--- src/rtl/mad_pkg.sv ---
// constants for the memory address decoder
package mad_pkg;
    // ======================================================
    // widths and counts
    localparam int ADDR_W = 16;
    localparam int EA_W = 13;
    localparam int DATA_W = 8;
    localparam int NUM_PKG = 4;
    localparam int NUM_HALF = 8;
    localparam int NUM_ROM = 6;
    localparam int SYNC_W = 29;

    // ======================================================
    // address map
    localparam logic [12:0] RAM_TOP = 13'h03ff;
    localparam logic [2:0] REGION_LOW = 3'h0;
    localparam logic [2:0] ROM_FIRST_BLK = 3'h2;
    localparam logic [1:0] GROUP_BLK = 2'h0;
    localparam logic [3:0][12:0] PKG_BASE = {13'h0428, 13'h0418, 13'h0414, 13'h040c};

    // ======================================================
    // adapter register addresses
    localparam logic [15:0] GP_PORT_A_CONTROL = 16'h040c;
    localparam logic [15:0] GP_PORT_A_DATA_DIR = 16'h040d;
    localparam logic [15:0] GP_PORT_B_CONTROL = 16'h040e;
    localparam logic [15:0] GP_PORT_B_DATA_DIR = 16'h040f;
    localparam logic [15:0] TAPE_READ_CONTROL = 16'h0414;
    localparam logic [15:0] TAPE_READ_DATA_DIR = 16'h0415;
    localparam logic [15:0] TAPE_WRITE_CONTROL = 16'h0416;
    localparam logic [15:0] TAPE_WRITE_DATA_DIR = 16'h0417;
    localparam logic [15:0] TAPE_AUX_A_CONTROL = 16'h0418;
    localparam logic [15:0] TAPE_AUX_A_DATA_DIR = 16'h0419;
    localparam logic [15:0] TAPE_AUX_B_CONTROL = 16'h041a;
    localparam logic [15:0] TAPE_AUX_B_DATA_DIR = 16'h041b;
    localparam logic [15:0] KEYPAD_CONTROL = 16'h0428;
    localparam logic [15:0] KEYPAD_DATA_DIR = 16'h0429;
    localparam logic [15:0] BUS_ADDR_SWITCH_CONTROL = 16'h042a;
    localparam logic [15:0] BUS_ADDR_SWITCH_DATA_DIR = 16'h042b;

    // ======================================================
    // control register fields
    localparam int CTL_S1_IRQ_EN = 0;
    localparam int CTL_S1_RISE = 1;
    localparam int CTL_PERIPH_SEL = 2;
    localparam int CTL_S2_IRQ_EN = 3;
    localparam int CTL_S2_RISE = 4;
    localparam int CTL_S2_OUT = 5;
    localparam int CTL_W = 6;
    localparam logic [5:0] CTL_RESET = 6'h00;
    localparam logic [7:0] DIR_RESET = 8'h00;
    localparam logic [7:0] PORT_RESET = 8'h00;
    localparam logic [7:0] UNUSED_DATA = 8'h00;
endpackage : mad_pkg

--- src/rtl/mad_half_if.sv ---
// bus between the decoder and one adapter half
`timescale 1ns/1ps
`default_nettype none
interface mad_half_if;
    logic sel;
    logic wr;
    logic rd;
    logic odd;
    logic [7:0] wdata;
    logic [7:0] rdata;
    modport dec (output sel, output wr, output rd, output odd, output wdata, input rdata);
    modport half (input sel, input wr, input rd, input odd, input wdata, output rdata);
endinterface : mad_half_if
`default_nettype wire

--- src/rtl/mad_half.sv ---
// one adapter half: control, direction and peripheral registers
`timescale 1ns/1ps
`default_nettype none
module mad_half (
    input wire logic clk_sys_i,
    input wire logic rst_n_i,
    mad_half_if.half bus,
    input wire logic strobe1_i,
    input wire logic strobe2_i,
    input wire logic [7:0] pin_i,
    output logic [7:0] pin_o,
    output logic [7:0] pin_oe_o,
    output logic strobe2_o,
    output logic strobe2_oe_o,
    output logic irq_n_o
);
    logic [5:0] ctl;
    logic [7:0] dir;
    logic [7:0] port_q;
    logic flag1;
    logic flag2;
    logic s1_d;
    logic s2_d;
    logic edge1;
    logic edge2;
    logic flag_clr;

    // ======================================================
    // strobe edges
    assign edge1 = ctl[mad_pkg::CTL_S1_RISE] ? (strobe1_i & ~s1_d) : (~strobe1_i & s1_d);
    assign edge2 = ~ctl[mad_pkg::CTL_S2_OUT]
        & (ctl[mad_pkg::CTL_S2_RISE] ? (strobe2_i & ~s2_d) : (~strobe2_i & s2_d));
    assign flag_clr = bus.sel & bus.rd & bus.odd & ctl[mad_pkg::CTL_PERIPH_SEL];

    always_ff @(posedge clk_sys_i) begin
        if (!rst_n_i) begin
            s1_d <= 1'b0;
            s2_d <= 1'b0;
        end else begin
            s1_d <= strobe1_i;
            s2_d <= strobe2_i;
        end
    end

    // ======================================================
    // flags, set wins over clear
    always_ff @(posedge clk_sys_i) begin
        if (!rst_n_i) begin
            flag1 <= 1'b0;
            flag2 <= 1'b0;
        end else begin
            flag1 <= edge1 | (flag1 & ~flag_clr);
            flag2 <= edge2 | (flag2 & ~flag_clr);
        end
    end

    // ======================================================
    // register writes
    always_ff @(posedge clk_sys_i) begin
        if (!rst_n_i) begin
            ctl <= mad_pkg::CTL_RESET;
            dir <= mad_pkg::DIR_RESET;
            port_q <= mad_pkg::PORT_RESET;
        end else if (bus.sel && bus.wr) begin
            if (!bus.odd) begin
                ctl <= bus.wdata[5:0];
            end else if (ctl[mad_pkg::CTL_PERIPH_SEL]) begin
                port_q <= bus.wdata;
            end else begin
                dir <= bus.wdata;
            end
        end
    end

    // ======================================================
    // read mux
    always_comb begin
        if (!bus.odd) begin
            bus.rdata = {flag1, flag2, ctl};
        end else if (ctl[mad_pkg::CTL_PERIPH_SEL]) begin
            bus.rdata = (dir & port_q) | (~dir & pin_i);
        end else begin
            bus.rdata = dir;
        end
    end

    // ======================================================
    // pins and interrupt
    always_ff @(posedge clk_sys_i) begin
        if (!rst_n_i) begin
            pin_o <= mad_pkg::PORT_RESET;
            pin_oe_o <= mad_pkg::DIR_RESET;
            strobe2_o <= 1'b0;
            strobe2_oe_o <= 1'b0;
            irq_n_o <= 1'b1;
        end else begin
            pin_o <= port_q;
            pin_oe_o <= dir;
            strobe2_o <= ctl[mad_pkg::CTL_S2_IRQ_EN];
            strobe2_oe_o <= ctl[mad_pkg::CTL_S2_OUT];
            irq_n_o <= ~((flag1 & ctl[mad_pkg::CTL_S1_IRQ_EN])
                | (flag2 & ctl[mad_pkg::CTL_S2_IRQ_EN] & ~ctl[mad_pkg::CTL_S2_OUT]));
        end
    end
endmodule : mad_half
`default_nettype wire

--- src/rtl/mad_decoder.sv ---
// memory address decoder with its four adapter packages
// Function
// - selects come from address bits eight to thirteen; package selects also use bits two to seven
// - decoding only while valid address or bus-available
// - first stage picks ROMs and enables second
// - second stage: adapter group, clock-qualified third stage
// - RAMs enabled only while phase two high
// - address bits fourteen and fifteen ignored; bit thirteen used only by 2K ROM decode
// - RAM pair answers the lowest 1K
// - each adapter package owns four addresses
// - 1K ROMs in six consecutive 1K blocks
// - 2K ROMs in six consecutive 2K blocks
// - both nibble RAMs selected together
// - test input high overrides top ROM enable
// - fixture enable is phase two and valid
// - adapter selected: two selects high, one low
// - address bits zero, one pick register and half
// - control even, peripheral/direction odd by control bit
// - direction bit one drives pin, zero reads
// - strobe input edge pulls half interrupt low
`timescale 1ns/1ps
`default_nettype none
module mad_decoder (
    input wire logic clk_sys_i,
    input wire logic rst_n_i,
    input wire logic [15:0] addr_i,
    input wire logic valid_address_flag_i,
    input wire logic bus_available_i,
    input wire logic read_not_write_i,
    input wire logic phase_two_clock_i,
    input wire logic [7:0] wdata_i,
    input wire logic rom_2k_i,
    input wire logic test_override_i,
    input wire logic [7:0] half_strobe_input_i,
    input wire logic [7:0] half_strobe_second_i,
    input wire logic [7:0][7:0] port_pin_i,
    output logic [5:0] rom_sel_o,
    output logic ram_sel_low_o,
    output logic ram_sel_high_o,
    output logic adapter_group_select_o,
    output logic fixture_enable_o,
    output logic [7:0] rdata_o,
    output logic rdata_valid_o,
    output logic [7:0][7:0] port_pin_o,
    output logic [7:0][7:0] port_pin_oe_o,
    output logic [7:0] half_strobe_second_o,
    output logic [7:0] half_strobe_second_oe_o,
    output logic [7:0] half_interrupt_out_n_o
);
    // ======================================================
    // input synchronisers
    logic [28:0] sync_a;
    logic [28:0] sync_b;
    logic [15:0] strb_a;
    logic [15:0] strb_b;
    logic [63:0] pin_a;
    logic [63:0] pin_b;

    always_ff @(posedge clk_sys_i) begin
        if (!rst_n_i) begin
            sync_a <= '0;
            sync_b <= '0;
        end else begin
            sync_a <= {addr_i, valid_address_flag_i, bus_available_i, read_not_write_i,
                phase_two_clock_i, wdata_i, test_override_i};
            sync_b <= sync_a;
        end
    end

    always_ff @(posedge clk_sys_i) begin
        if (!rst_n_i) begin
            strb_a <= '0;
            strb_b <= '0;
            pin_a <= '0;
            pin_b <= '0;
        end else begin
            strb_a <= {half_strobe_second_i, half_strobe_input_i};
            strb_b <= strb_a;
            pin_a <= port_pin_i;
            pin_b <= pin_a;
        end
    end

    logic [15:0] addr_s;
    logic vma_s;
    logic ba_s;
    logic rnw_s;
    logic p2_s;
    logic [7:0] wdata_s;
    logic tover_s;

    assign addr_s = sync_b[28:13];
    assign vma_s = sync_b[12];
    assign ba_s = sync_b[11];
    assign rnw_s = sync_b[10];
    assign p2_s = sync_b[9];
    assign wdata_s = sync_b[8:1];
    assign tover_s = sync_b[0];

    // ======================================================
    // fitted rom size strap, caught after reset
    logic rom_2k;
    logic strap_taken;

    always_ff @(posedge clk_sys_i) begin
        if (!rst_n_i) begin
            rom_2k <= 1'b0;
            strap_taken <= 1'b0;
        end else if (!strap_taken) begin
            rom_2k <= rom_2k_i;
            strap_taken <= 1'b1;
        end
    end

    // ======================================================
    // three-stage decode
    logic [12:0] ea;
    logic stage1_en;
    logic stage2_en;
    logic stage3_en;
    logic group_sel;
    logic [2:0] rom_blk;
    logic [5:0] next_rom_sel;
    logic next_ram;
    logic [3:0] pkg_sel;
    logic pkg_any;
    logic [2:0] half_idx;

    assign ea = addr_s[12:0];
    assign stage1_en = vma_s | ba_s;
    assign stage2_en = stage1_en && (ea[12:11] == mad_pkg::REGION_LOW[1:0]);
    assign stage3_en = stage2_en && !ea[10] && p2_s;
    assign group_sel = stage2_en && ea[10] && (ea[9:8] == mad_pkg::GROUP_BLK);
    assign rom_blk = rom_2k ? addr_s[13:11] : ea[12:10];
    assign next_ram = stage3_en && (ea <= mad_pkg::RAM_TOP);

    always_comb begin
        next_rom_sel = '0;
        if (stage1_en && rom_blk >= mad_pkg::ROM_FIRST_BLK) begin
            next_rom_sel[3'(rom_blk - mad_pkg::ROM_FIRST_BLK)] = 1'b1;
        end
        if (tover_s) begin
            next_rom_sel[mad_pkg::NUM_ROM - 1] = 1'b0;
        end
    end

    // adapter chip selects: group high, block match high, upper bit low
    genvar gp;
    generate
        for (gp = 0; gp < mad_pkg::NUM_PKG; gp++) begin : g_pkg
            logic cs_high_first;
            logic cs_high_second;
            logic cs_low;
            assign cs_high_first = group_sel;
            assign cs_high_second = (ea[7:2] == mad_pkg::PKG_BASE[gp][7:2]);
            assign cs_low = ea[11];
            assign pkg_sel[gp] = cs_high_first & cs_high_second & ~cs_low;
        end
    endgenerate

    assign pkg_any = |pkg_sel;

    always_comb begin
        half_idx = 3'h0;
        for (int k = 0; k < mad_pkg::NUM_PKG; k++) begin
            if (pkg_sel[k]) begin
                half_idx = {2'(k), ea[1]};
            end
        end
    end

    // ======================================================
    // bus cycle timing
    logic p2_d;
    logic cycle_end;

    always_ff @(posedge clk_sys_i) begin
        if (!rst_n_i) begin
            p2_d <= 1'b0;
        end else begin
            p2_d <= p2_s;
        end
    end

    assign cycle_end = p2_d & ~p2_s;

    // ======================================================
    // adapter halves
    logic [7:0][7:0] half_rdata;
    mad_half_if hif[mad_pkg::NUM_HALF] ();

    genvar gh;
    generate
        for (gh = 0; gh < mad_pkg::NUM_HALF; gh++) begin : g_half
            assign hif[gh].sel = pkg_any && (half_idx == 3'(gh));
            assign hif[gh].wr = cycle_end && stage1_en && !rnw_s;
            assign hif[gh].rd = cycle_end && stage1_en && rnw_s;
            assign hif[gh].odd = ea[0];
            assign hif[gh].wdata = wdata_s;
            assign half_rdata[gh] = hif[gh].rdata;

            mad_half u_half (
                .clk_sys_i(clk_sys_i),
                .rst_n_i(rst_n_i),
                .bus(hif[gh]),
                .strobe1_i(strb_b[gh]),
                .strobe2_i(strb_b[gh + 8]),
                .pin_i(pin_b[gh * 8 +: 8]),
                .pin_o(port_pin_o[gh]),
                .pin_oe_o(port_pin_oe_o[gh]),
                .strobe2_o(half_strobe_second_o[gh]),
                .strobe2_oe_o(half_strobe_second_oe_o[gh]),
                .irq_n_o(half_interrupt_out_n_o[gh])
            );
        end
    endgenerate

    // ======================================================
    // registered selects
    always_ff @(posedge clk_sys_i) begin
        if (!rst_n_i) begin
            rom_sel_o <= '0;
            ram_sel_low_o <= 1'b0;
            ram_sel_high_o <= 1'b0;
            adapter_group_select_o <= 1'b0;
            fixture_enable_o <= 1'b0;
        end else begin
            rom_sel_o <= next_rom_sel;
            ram_sel_low_o <= next_ram;
            ram_sel_high_o <= next_ram;
            adapter_group_select_o <= group_sel;
            fixture_enable_o <= p2_s & vma_s;
        end
    end

    // ======================================================
    // read data from adapters
    always_ff @(posedge clk_sys_i) begin
        if (!rst_n_i) begin
            rdata_o <= mad_pkg::UNUSED_DATA;
            rdata_valid_o <= 1'b0;
        end else if (pkg_any && rnw_s && p2_s) begin
            rdata_o <= half_rdata[half_idx];
            rdata_valid_o <= 1'b1;
        end else begin
            rdata_o <= mad_pkg::UNUSED_DATA;
            rdata_valid_o <= 1'b0;
        end
    end
endmodule : mad_decoder
`default_nettype wire

--- config.mk ---
export PLATFORM = sky130hd
export DESIGN_NAME = mad_decoder
export DESIGN_NICKNAME = d
export VERILOG_FILES = /design/src/rtl/mad_pkg.sv /design/src/rtl/mad_half_if.sv /design/src/rtl/mad_half.sv /design/src/rtl/mad_decoder.sv
export SDC_FILE = /design/constraint.sdc
export NUM_CORES = 1
export LEC_CHECK = 0
export BUFFER_PORTS_ARGS = -buffer_cell sky130_fd_sc_hd__buf_2
export CORE_AREA = 2 2 197 199
export DETAILED_ROUTE_END_ITERATION = 8
export DIE_AREA = 0 0 199 201
export GPL_ROUTABILITY_DRIVEN = 1
export GPL_TIMING_DRIVEN = 0
export HOLD_SLACK_MARGIN = 0.08
export MAX_ROUTING_LAYER = met4
export PLACE_DENSITY = 0.87
export SYNTH_ARGS = -nofsm -noshare
export SYNTH_HDL_FRONTEND = slang
export SYNTH_SLANG_ARGS = --single-unit
--- constraint.sdc ---
create_clock -name clk_sys_i -period 8 [get_ports clk_sys_i]
set_input_delay 1.2 -clock clk_sys_i [delete_from_list [all_inputs] [get_ports clk_sys_i]]
set_output_delay 1.2 -clock clk_sys_i [all_outputs]
set_load 0.005 [all_outputs]
## After elaboration in Yosys (flattened, before gate mapping)

Index checks and enable logic that the tools add are counted.
Widths: inputs -> output; s select.

- Bits of input ports: 112
- Word-level logic and storage cells: 474
- Flip-flop bits (word level): 595
- Output and inout port bits: 171

- $add $sub $neg: 1
- Bitwise gates (word level): 240
- Equality and inequality tests: 11
- Reduce and logical (&&, ||, !) cells: 62
- Mux-type cells: 43
- $lt $le $gt $ge: 5

Operators by type and width:

| kind | count |
|---|---|
| $mux 8 | 17 |
| $and 8x8->8 | 16 |
| $and 1x1->1 | 114 |
| $not 1->1 | 69 |
| $not 8->8 | 8 |
| $or 8x8->8 | 8 |
| $reduce_and 3->1 | 16 |
| $logic_and 1x1->1 | 29 |
| $or 1x1->1 | 25 |
| $bmux 8 s3 | 1 |
| $mux 1 | 20 |
| $reduce_and 2->1 | 10 |
| $le 13x10->1 const B | 1 |
| $eq 3x3->1 const B | 4 |
| $eq 6x3->1 const B | 2 |
| $mux 3 | 3 |
| $lt 3x4->1 const B | 2 |
| $eq 3x2->1 const B | 2 |
| $eq 6x2->1 const B | 1 |
| $eq 6x4->1 const B | 1 |
| $logic_not 2->1 | 2 |
| $reduce_or 4->1 | 1 |
| $demux 1 s3 | 1 |
| $eq 3x1->1 const B | 1 |
| 7 further kinds | 8 |

## Logic depth before layout (Yosys ltp)

- Depth in word-level cells: 18
- Gate-level depth with buffers: 11
- Gate-level depth less buffers: 7

## Modules after synthesis

A second synthesis with hierarchy kept.

- Cells, all modules: 2,038
- Area, all modules: 21,046.4 sq um

Modules (own cells, without submodules):

| module | sequential area each (sq um) | cells each | area each (sq um) | instances |
|---|---|---|---|---|
| mad_half | 900.9 | 174 | 1,720.4 | 8 |
| mad_decoder | 4,704.5 | 646 | 7,283.2 | 1 |

## Worst setup path after synthesis

OpenSTA, ideal clock, no wires.

- Path type: reg-to-reg
- Start point: register sync_b[23]
- End point: register g_half[6].u_half.dir[3]
- Library setup time: 0.120 ns
- Slack: 5.456 ns
- Cell stages (with the launch flop): 9
- Clock period less this slack: 2.544 ns
- Required time: 7.880 ns
- Path buffers: 2
- Arrival: 2.424 ns
- Cells stage by stage: dfxtp_1 -> or3b_4 -> nand4b_4 -> or4_4 -> or4_4 -> buf_6 -> buf_6 -> nand2_1 -> o21ai_2

- Word-level cells in the longest chain between the ends: 12
- Elaborated cells between the ends (all ways): 19
- Classes of those cells: eq/ne: 1; mux: 4; bitwise: 8; reduce/logical: 6

Ends and longest elaborated chain:

| element | line | RTL |
|---|---|---|
| start: declaration | mad_decoder.sv:53 | `logic [28:0] sync_b;` |
| start signal: assignment | mad_decoder.sv:66 | `sync_b <= sync_a;` |
| $logic_and 1x1->1 * (2 in a row) | mad_decoder.sv:133 | `assign group_sel = stage2_en && ea[10] && (ea[9:8] == mad_pkg::GROUP_BLK);` |
| $and 1x1->1 (2 in a row) | mad_decoder.sv:157 | `assign pkg_sel[gp] = cs_high_first & cs_high_second & ~cs_low;` |
| $mux 1 | mad_decoder.sv:166 | `if (pkg_sel[k]) begin` |
| $mux 2 | mad_decoder.sv:166 |  |
| $mux 3 (2 in a row) | mad_decoder.sv:166 |  |
| $eq 3x3->1 | mad_decoder.sv:195 | `assign hif[gh].sel = pkg_any && (half_idx == 3'(gh));` |
| $logic_and 1x1->1 * | mad_decoder.sv:195 |  |
| $logic_and 1x1->1 * | mad_half.sv:64 | `end else if (bus.sel && bus.wr) begin` |
| $reduce_and 3->1 (no source line) * | - |  |
| end signal: assignment | mad_half.sv:62 | `dir <= mad_pkg::DIR_RESET;` |
| end signal: assignment | mad_half.sv:70 | `dir <= bus.wdata;` |
| end: declaration | mad_half.sv:18 | `logic [7:0] dir;` |

Mark *: on every way between the ends. The rest lies on a longest branch, timed or not.
A chain may end at the register's enable or synchronous reset.

## Worst setup path in the final report

- Start point: register sync_b[13]
- End point: register rdata_o[6]

- Word-level cells in the longest chain between the ends: 3
- Elaborated cells between the ends (all ways): 10
- Classes of those cells: mux: 10

Ends and longest elaborated chain:

| element | line | RTL |
|---|---|---|
| $mux 8 | mad_half.sv:78 | `if (!bus.odd) begin` |
| $bmux 8 s3 * | mad_decoder.sv:243 | `rdata_o <= half_rdata[half_idx];` |
| $mux 8 (implied by the code) * | mad_decoder.sv:243 |  |
| end signal: assignment | mad_decoder.sv:240 | `rdata_o <= mad_pkg::UNUSED_DATA;` |
| end signal: assignment | mad_decoder.sv:243 |  |
| end signal: assignment | mad_decoder.sv:246 | `rdata_o <= mad_pkg::UNUSED_DATA;` |
| end: declaration | mad_decoder.sv:42 | `output logic [7:0] rdata_o,` |

Mark *: on every way between the ends. The rest lies on a longest branch, timed or not. The select of a mux whose other input is x is not followed.

==> flow_summary_export.csv <==
group,metric,value,unit
outcome,status,"finished, final reports clean",
sta,tightest_slew,1.24,ns
sta,setup_viol,0,
sta,skew,0.0240,ns
synthesis,async_flop_share,0,%
sta,fin_setup_tns,0,ns
layout,drive_gt1_share,18.4,%
floorplan,num_rows,72,
sta,hold_viol_final,0,
layout,area_growth,19.3,%
global_route,grt_max_degree,16,
setup_path,reg2reg_from,"sync_b[13]$_SDFF_PN0_",
setup_path,path_class,"flop to flop",
sta,post-route-min-period,4.32,ns
global_route,top_usage_layer,"met2",
job,cap_violations,0,
floorplan,die_h,201,um
placed_design,place_congestion,0.970,
floorplan,dieArea,40000,sq um
clocking,h-tree-depth,2,
synthesis,syn_inst,2030,
synthesis,synth_compound_area_share,9.50,%
clocking,ctsResizeCount,0,
synthesis,syn_nets,2142,
floorplan,pin_count,283,
min_path,holdCritStartpoint,"pin_a[16]$_SDFF_PN0_",
clocking,cts_tree,"done",
synthesis,synth-simple-area-share,22.1,%
setup_path,crit_path_end_kind,"flop",
clocking,clkLatencyLatePin,0.62,ns
routing,dr.pass1.iters,7,
routing,routed_via_density,5.44,
routing,drt_wl_total,64200,um
global_route,grt_use_met2,52.9,%
global_route,grtUsageTotal,32.7,%
synthesis,yosys_warnings,0,
setup_path,critPathLaunch,"sync_b[13]$_SDFF_PN0_",
layout,layout.nets,2481,
setup_path,required,8.44,ns
global_route,grt_pass1_wl,93400,um
global_route,globalRouteMet3Util,4.47,%
synthesis,synth_xor_area_share,0.127,%
sta,clock.fmax,232,MHz
clocking,clk_pin_slew,0.06,ns
routing,vias,16000,
synthesis,synth_top_family_by_area,"simple AND/OR/NAND/NOR gates",
placed_design,hpwl,47000,um
layout,fin_util,64.7,%
clocking,ctsHoldBuffers,0,
synthesis,synth-edff-count,0,
routing,drc,0,
routing,drtIter0Drc,1321,
sta,drv_slew,0,
power_and_ir_drop,cellLeakagePower,9.97,nW
min_path,holdCritPathClass,"flop to flop",
sta,fin_crit_sh,54.0,%
routing,wire_per_inst,21.9,um
power_and_ir_drop,peakVddDrop,181,uV
placed_design,numPortBuffers,280,
layout,layout_commonest_cell,"dfxtp_1",
global_route,grt_antenna_before_repair,0,
synthesis,synthesis.area,20700,sq um
synthesis,ys_types,63,
setup_path,crit_fanout,10,
clocking,cts_buffer_depth,3,
setup_path,start_kind,"flop",
synthesis,ys.flop_type,"dfxtp_1",
floorplan,core,38100,sq um
clocking,cts_setup_buffers,0,
sta,rsz0062_at_grt,"no",
synthesis,synth_area_per_cell,10.2,sq um
global_route,grt-ovfl-total,0,
synthesis,ys_seq_area_share,57.6,%
global_route,gr-usage-met1,40.9,%
sta,fin_ws,3.68,ns
floorplan,die_w,199,um
setup_path,critical_path_arrival,4.76,ns
clocking,cts_buffers,57,
global_route,first_global_vias,15600,
floorplan,start_util,54.3,%
synthesis,synth_fa_ha_area_share,0,%
synthesis,synth_mux_area_share,6.31,%
layout,fin_area,24700,sq um
placed_design,postPlaceCellArea,22700,sq um
clocking,clockRootBuffer,"clkbuf_16",
synthesis,yosys_register_bits,595,
layout,n_antenna_cell,0,
power_and_ir_drop,power_density,244,nW/um^2
clocking,cts.sinks,595,
routing,antenna_left,0,
placed_design,place_ws,3.86,ns
sta,slew-limit-headroom,17.2,%
layout,most-common-layout-cells,"dfxtp_1, and2_1, buf_2",
power by group:
group | internal, mW | switching (mW) | leakage (nW)
combinational | 0.0737 | 0.124 | 4.19
clock | 1.62 | 1.14 | 0.945
sequential | 3.02 | 0.0255 | 4.84
total | 4.72 | 1.29 | 9.97
critical path: stages (launching register included):
cell	delay, ns
dfxtp_1	0.31
clkbuf_1	0.78
inv_1	0.46
clkbuf_1	0.41
clkbuf_1	0.41
clkbuf_1	0.43
a311oi_1	0.57
a211oi_1	0.13
nor4_1	0.62
sequential cells by signal (all words and copies together) (netlist names), 16 cells and up:
signal / count
g_half.u_half.dir: 64
g_half.u_half.pin_o: 64
g_half.u_half.pin_oe_o: 64
g_half.u_half.port_q: 64
pin_a: 64
pin_b: 64
g_half.u_half.ctl: 48
sync_a: 27
sync_b: 27
strb_a: 16
strb_b: 16
through the flow:
stage               std cells  hold slack (ns)  power (mW)
finish                   2932            0.413        6.01
floorplan                2030            0.375        3.20
global route             2932            0.443        6.16
global placement         2828            0.415        3.30
detailed placement       2828            0.418        3.30
CTS                      2932            0.415        6.03
final cells by class:
cell class,instances,area (sq um)
clock buffer,77,1590
inverter,56,210
multi-input combinational,1229,7870
tap,518,648
timing repair buffer,280,1400
buffer,150,684
fill,2999,13400
clock inverter,27,343
sequential,595,11900
worst paths after layout:
check / endpoint / cells past startpoint / slack, ns
max: rdata_o[6]$_SDFF_PN0_ / 8 / 3.68
min: pin_b[16]$_SDFF_PN0_ / 1 / 0.41
min reg2reg: pin_b[16]$_SDFF_PN0_ / 1 / 0.41
max reg2reg: rdata_o[6]$_SDFF_PN0_ / 8 / 3.68
routing by layer:
metal	share of wire (%)	vias to the layer above	wire length, um
met5	0	-	0
li1	-	7400	-
met1	41	7688	26500
met2	48	706	30600
met3	6.7	162	4300
met4	4.3	0	2740
synthesized netlist by cell type (25+ instances only):
cell	instances	area share [%]
a311oi_1	26	1.1
nor2_1	39	0.71
o21ai_0	96	2.3
nor2b_1	122	3.7
nand2_1	151	2.7
inv_1	55	1.0
a21oi_1	109	2.6
clkbuf_1	106	1.9
dfxtp_1	595	58
mux2i_1	100	4.8
and2_1	381	12
buf_4	25	0.91
cells by family (layout without fill, tap and decap cells):
logic type | Yosys count | in the layout
xor+xnor | 3 | 3
buf+inv | 206 | 590
flops | 595 | 595
mux | 114 | 114
simple gates | 787 | 787
compound gates | 325 | 325
No activity file was read; power rests on OpenSTA's default activity.
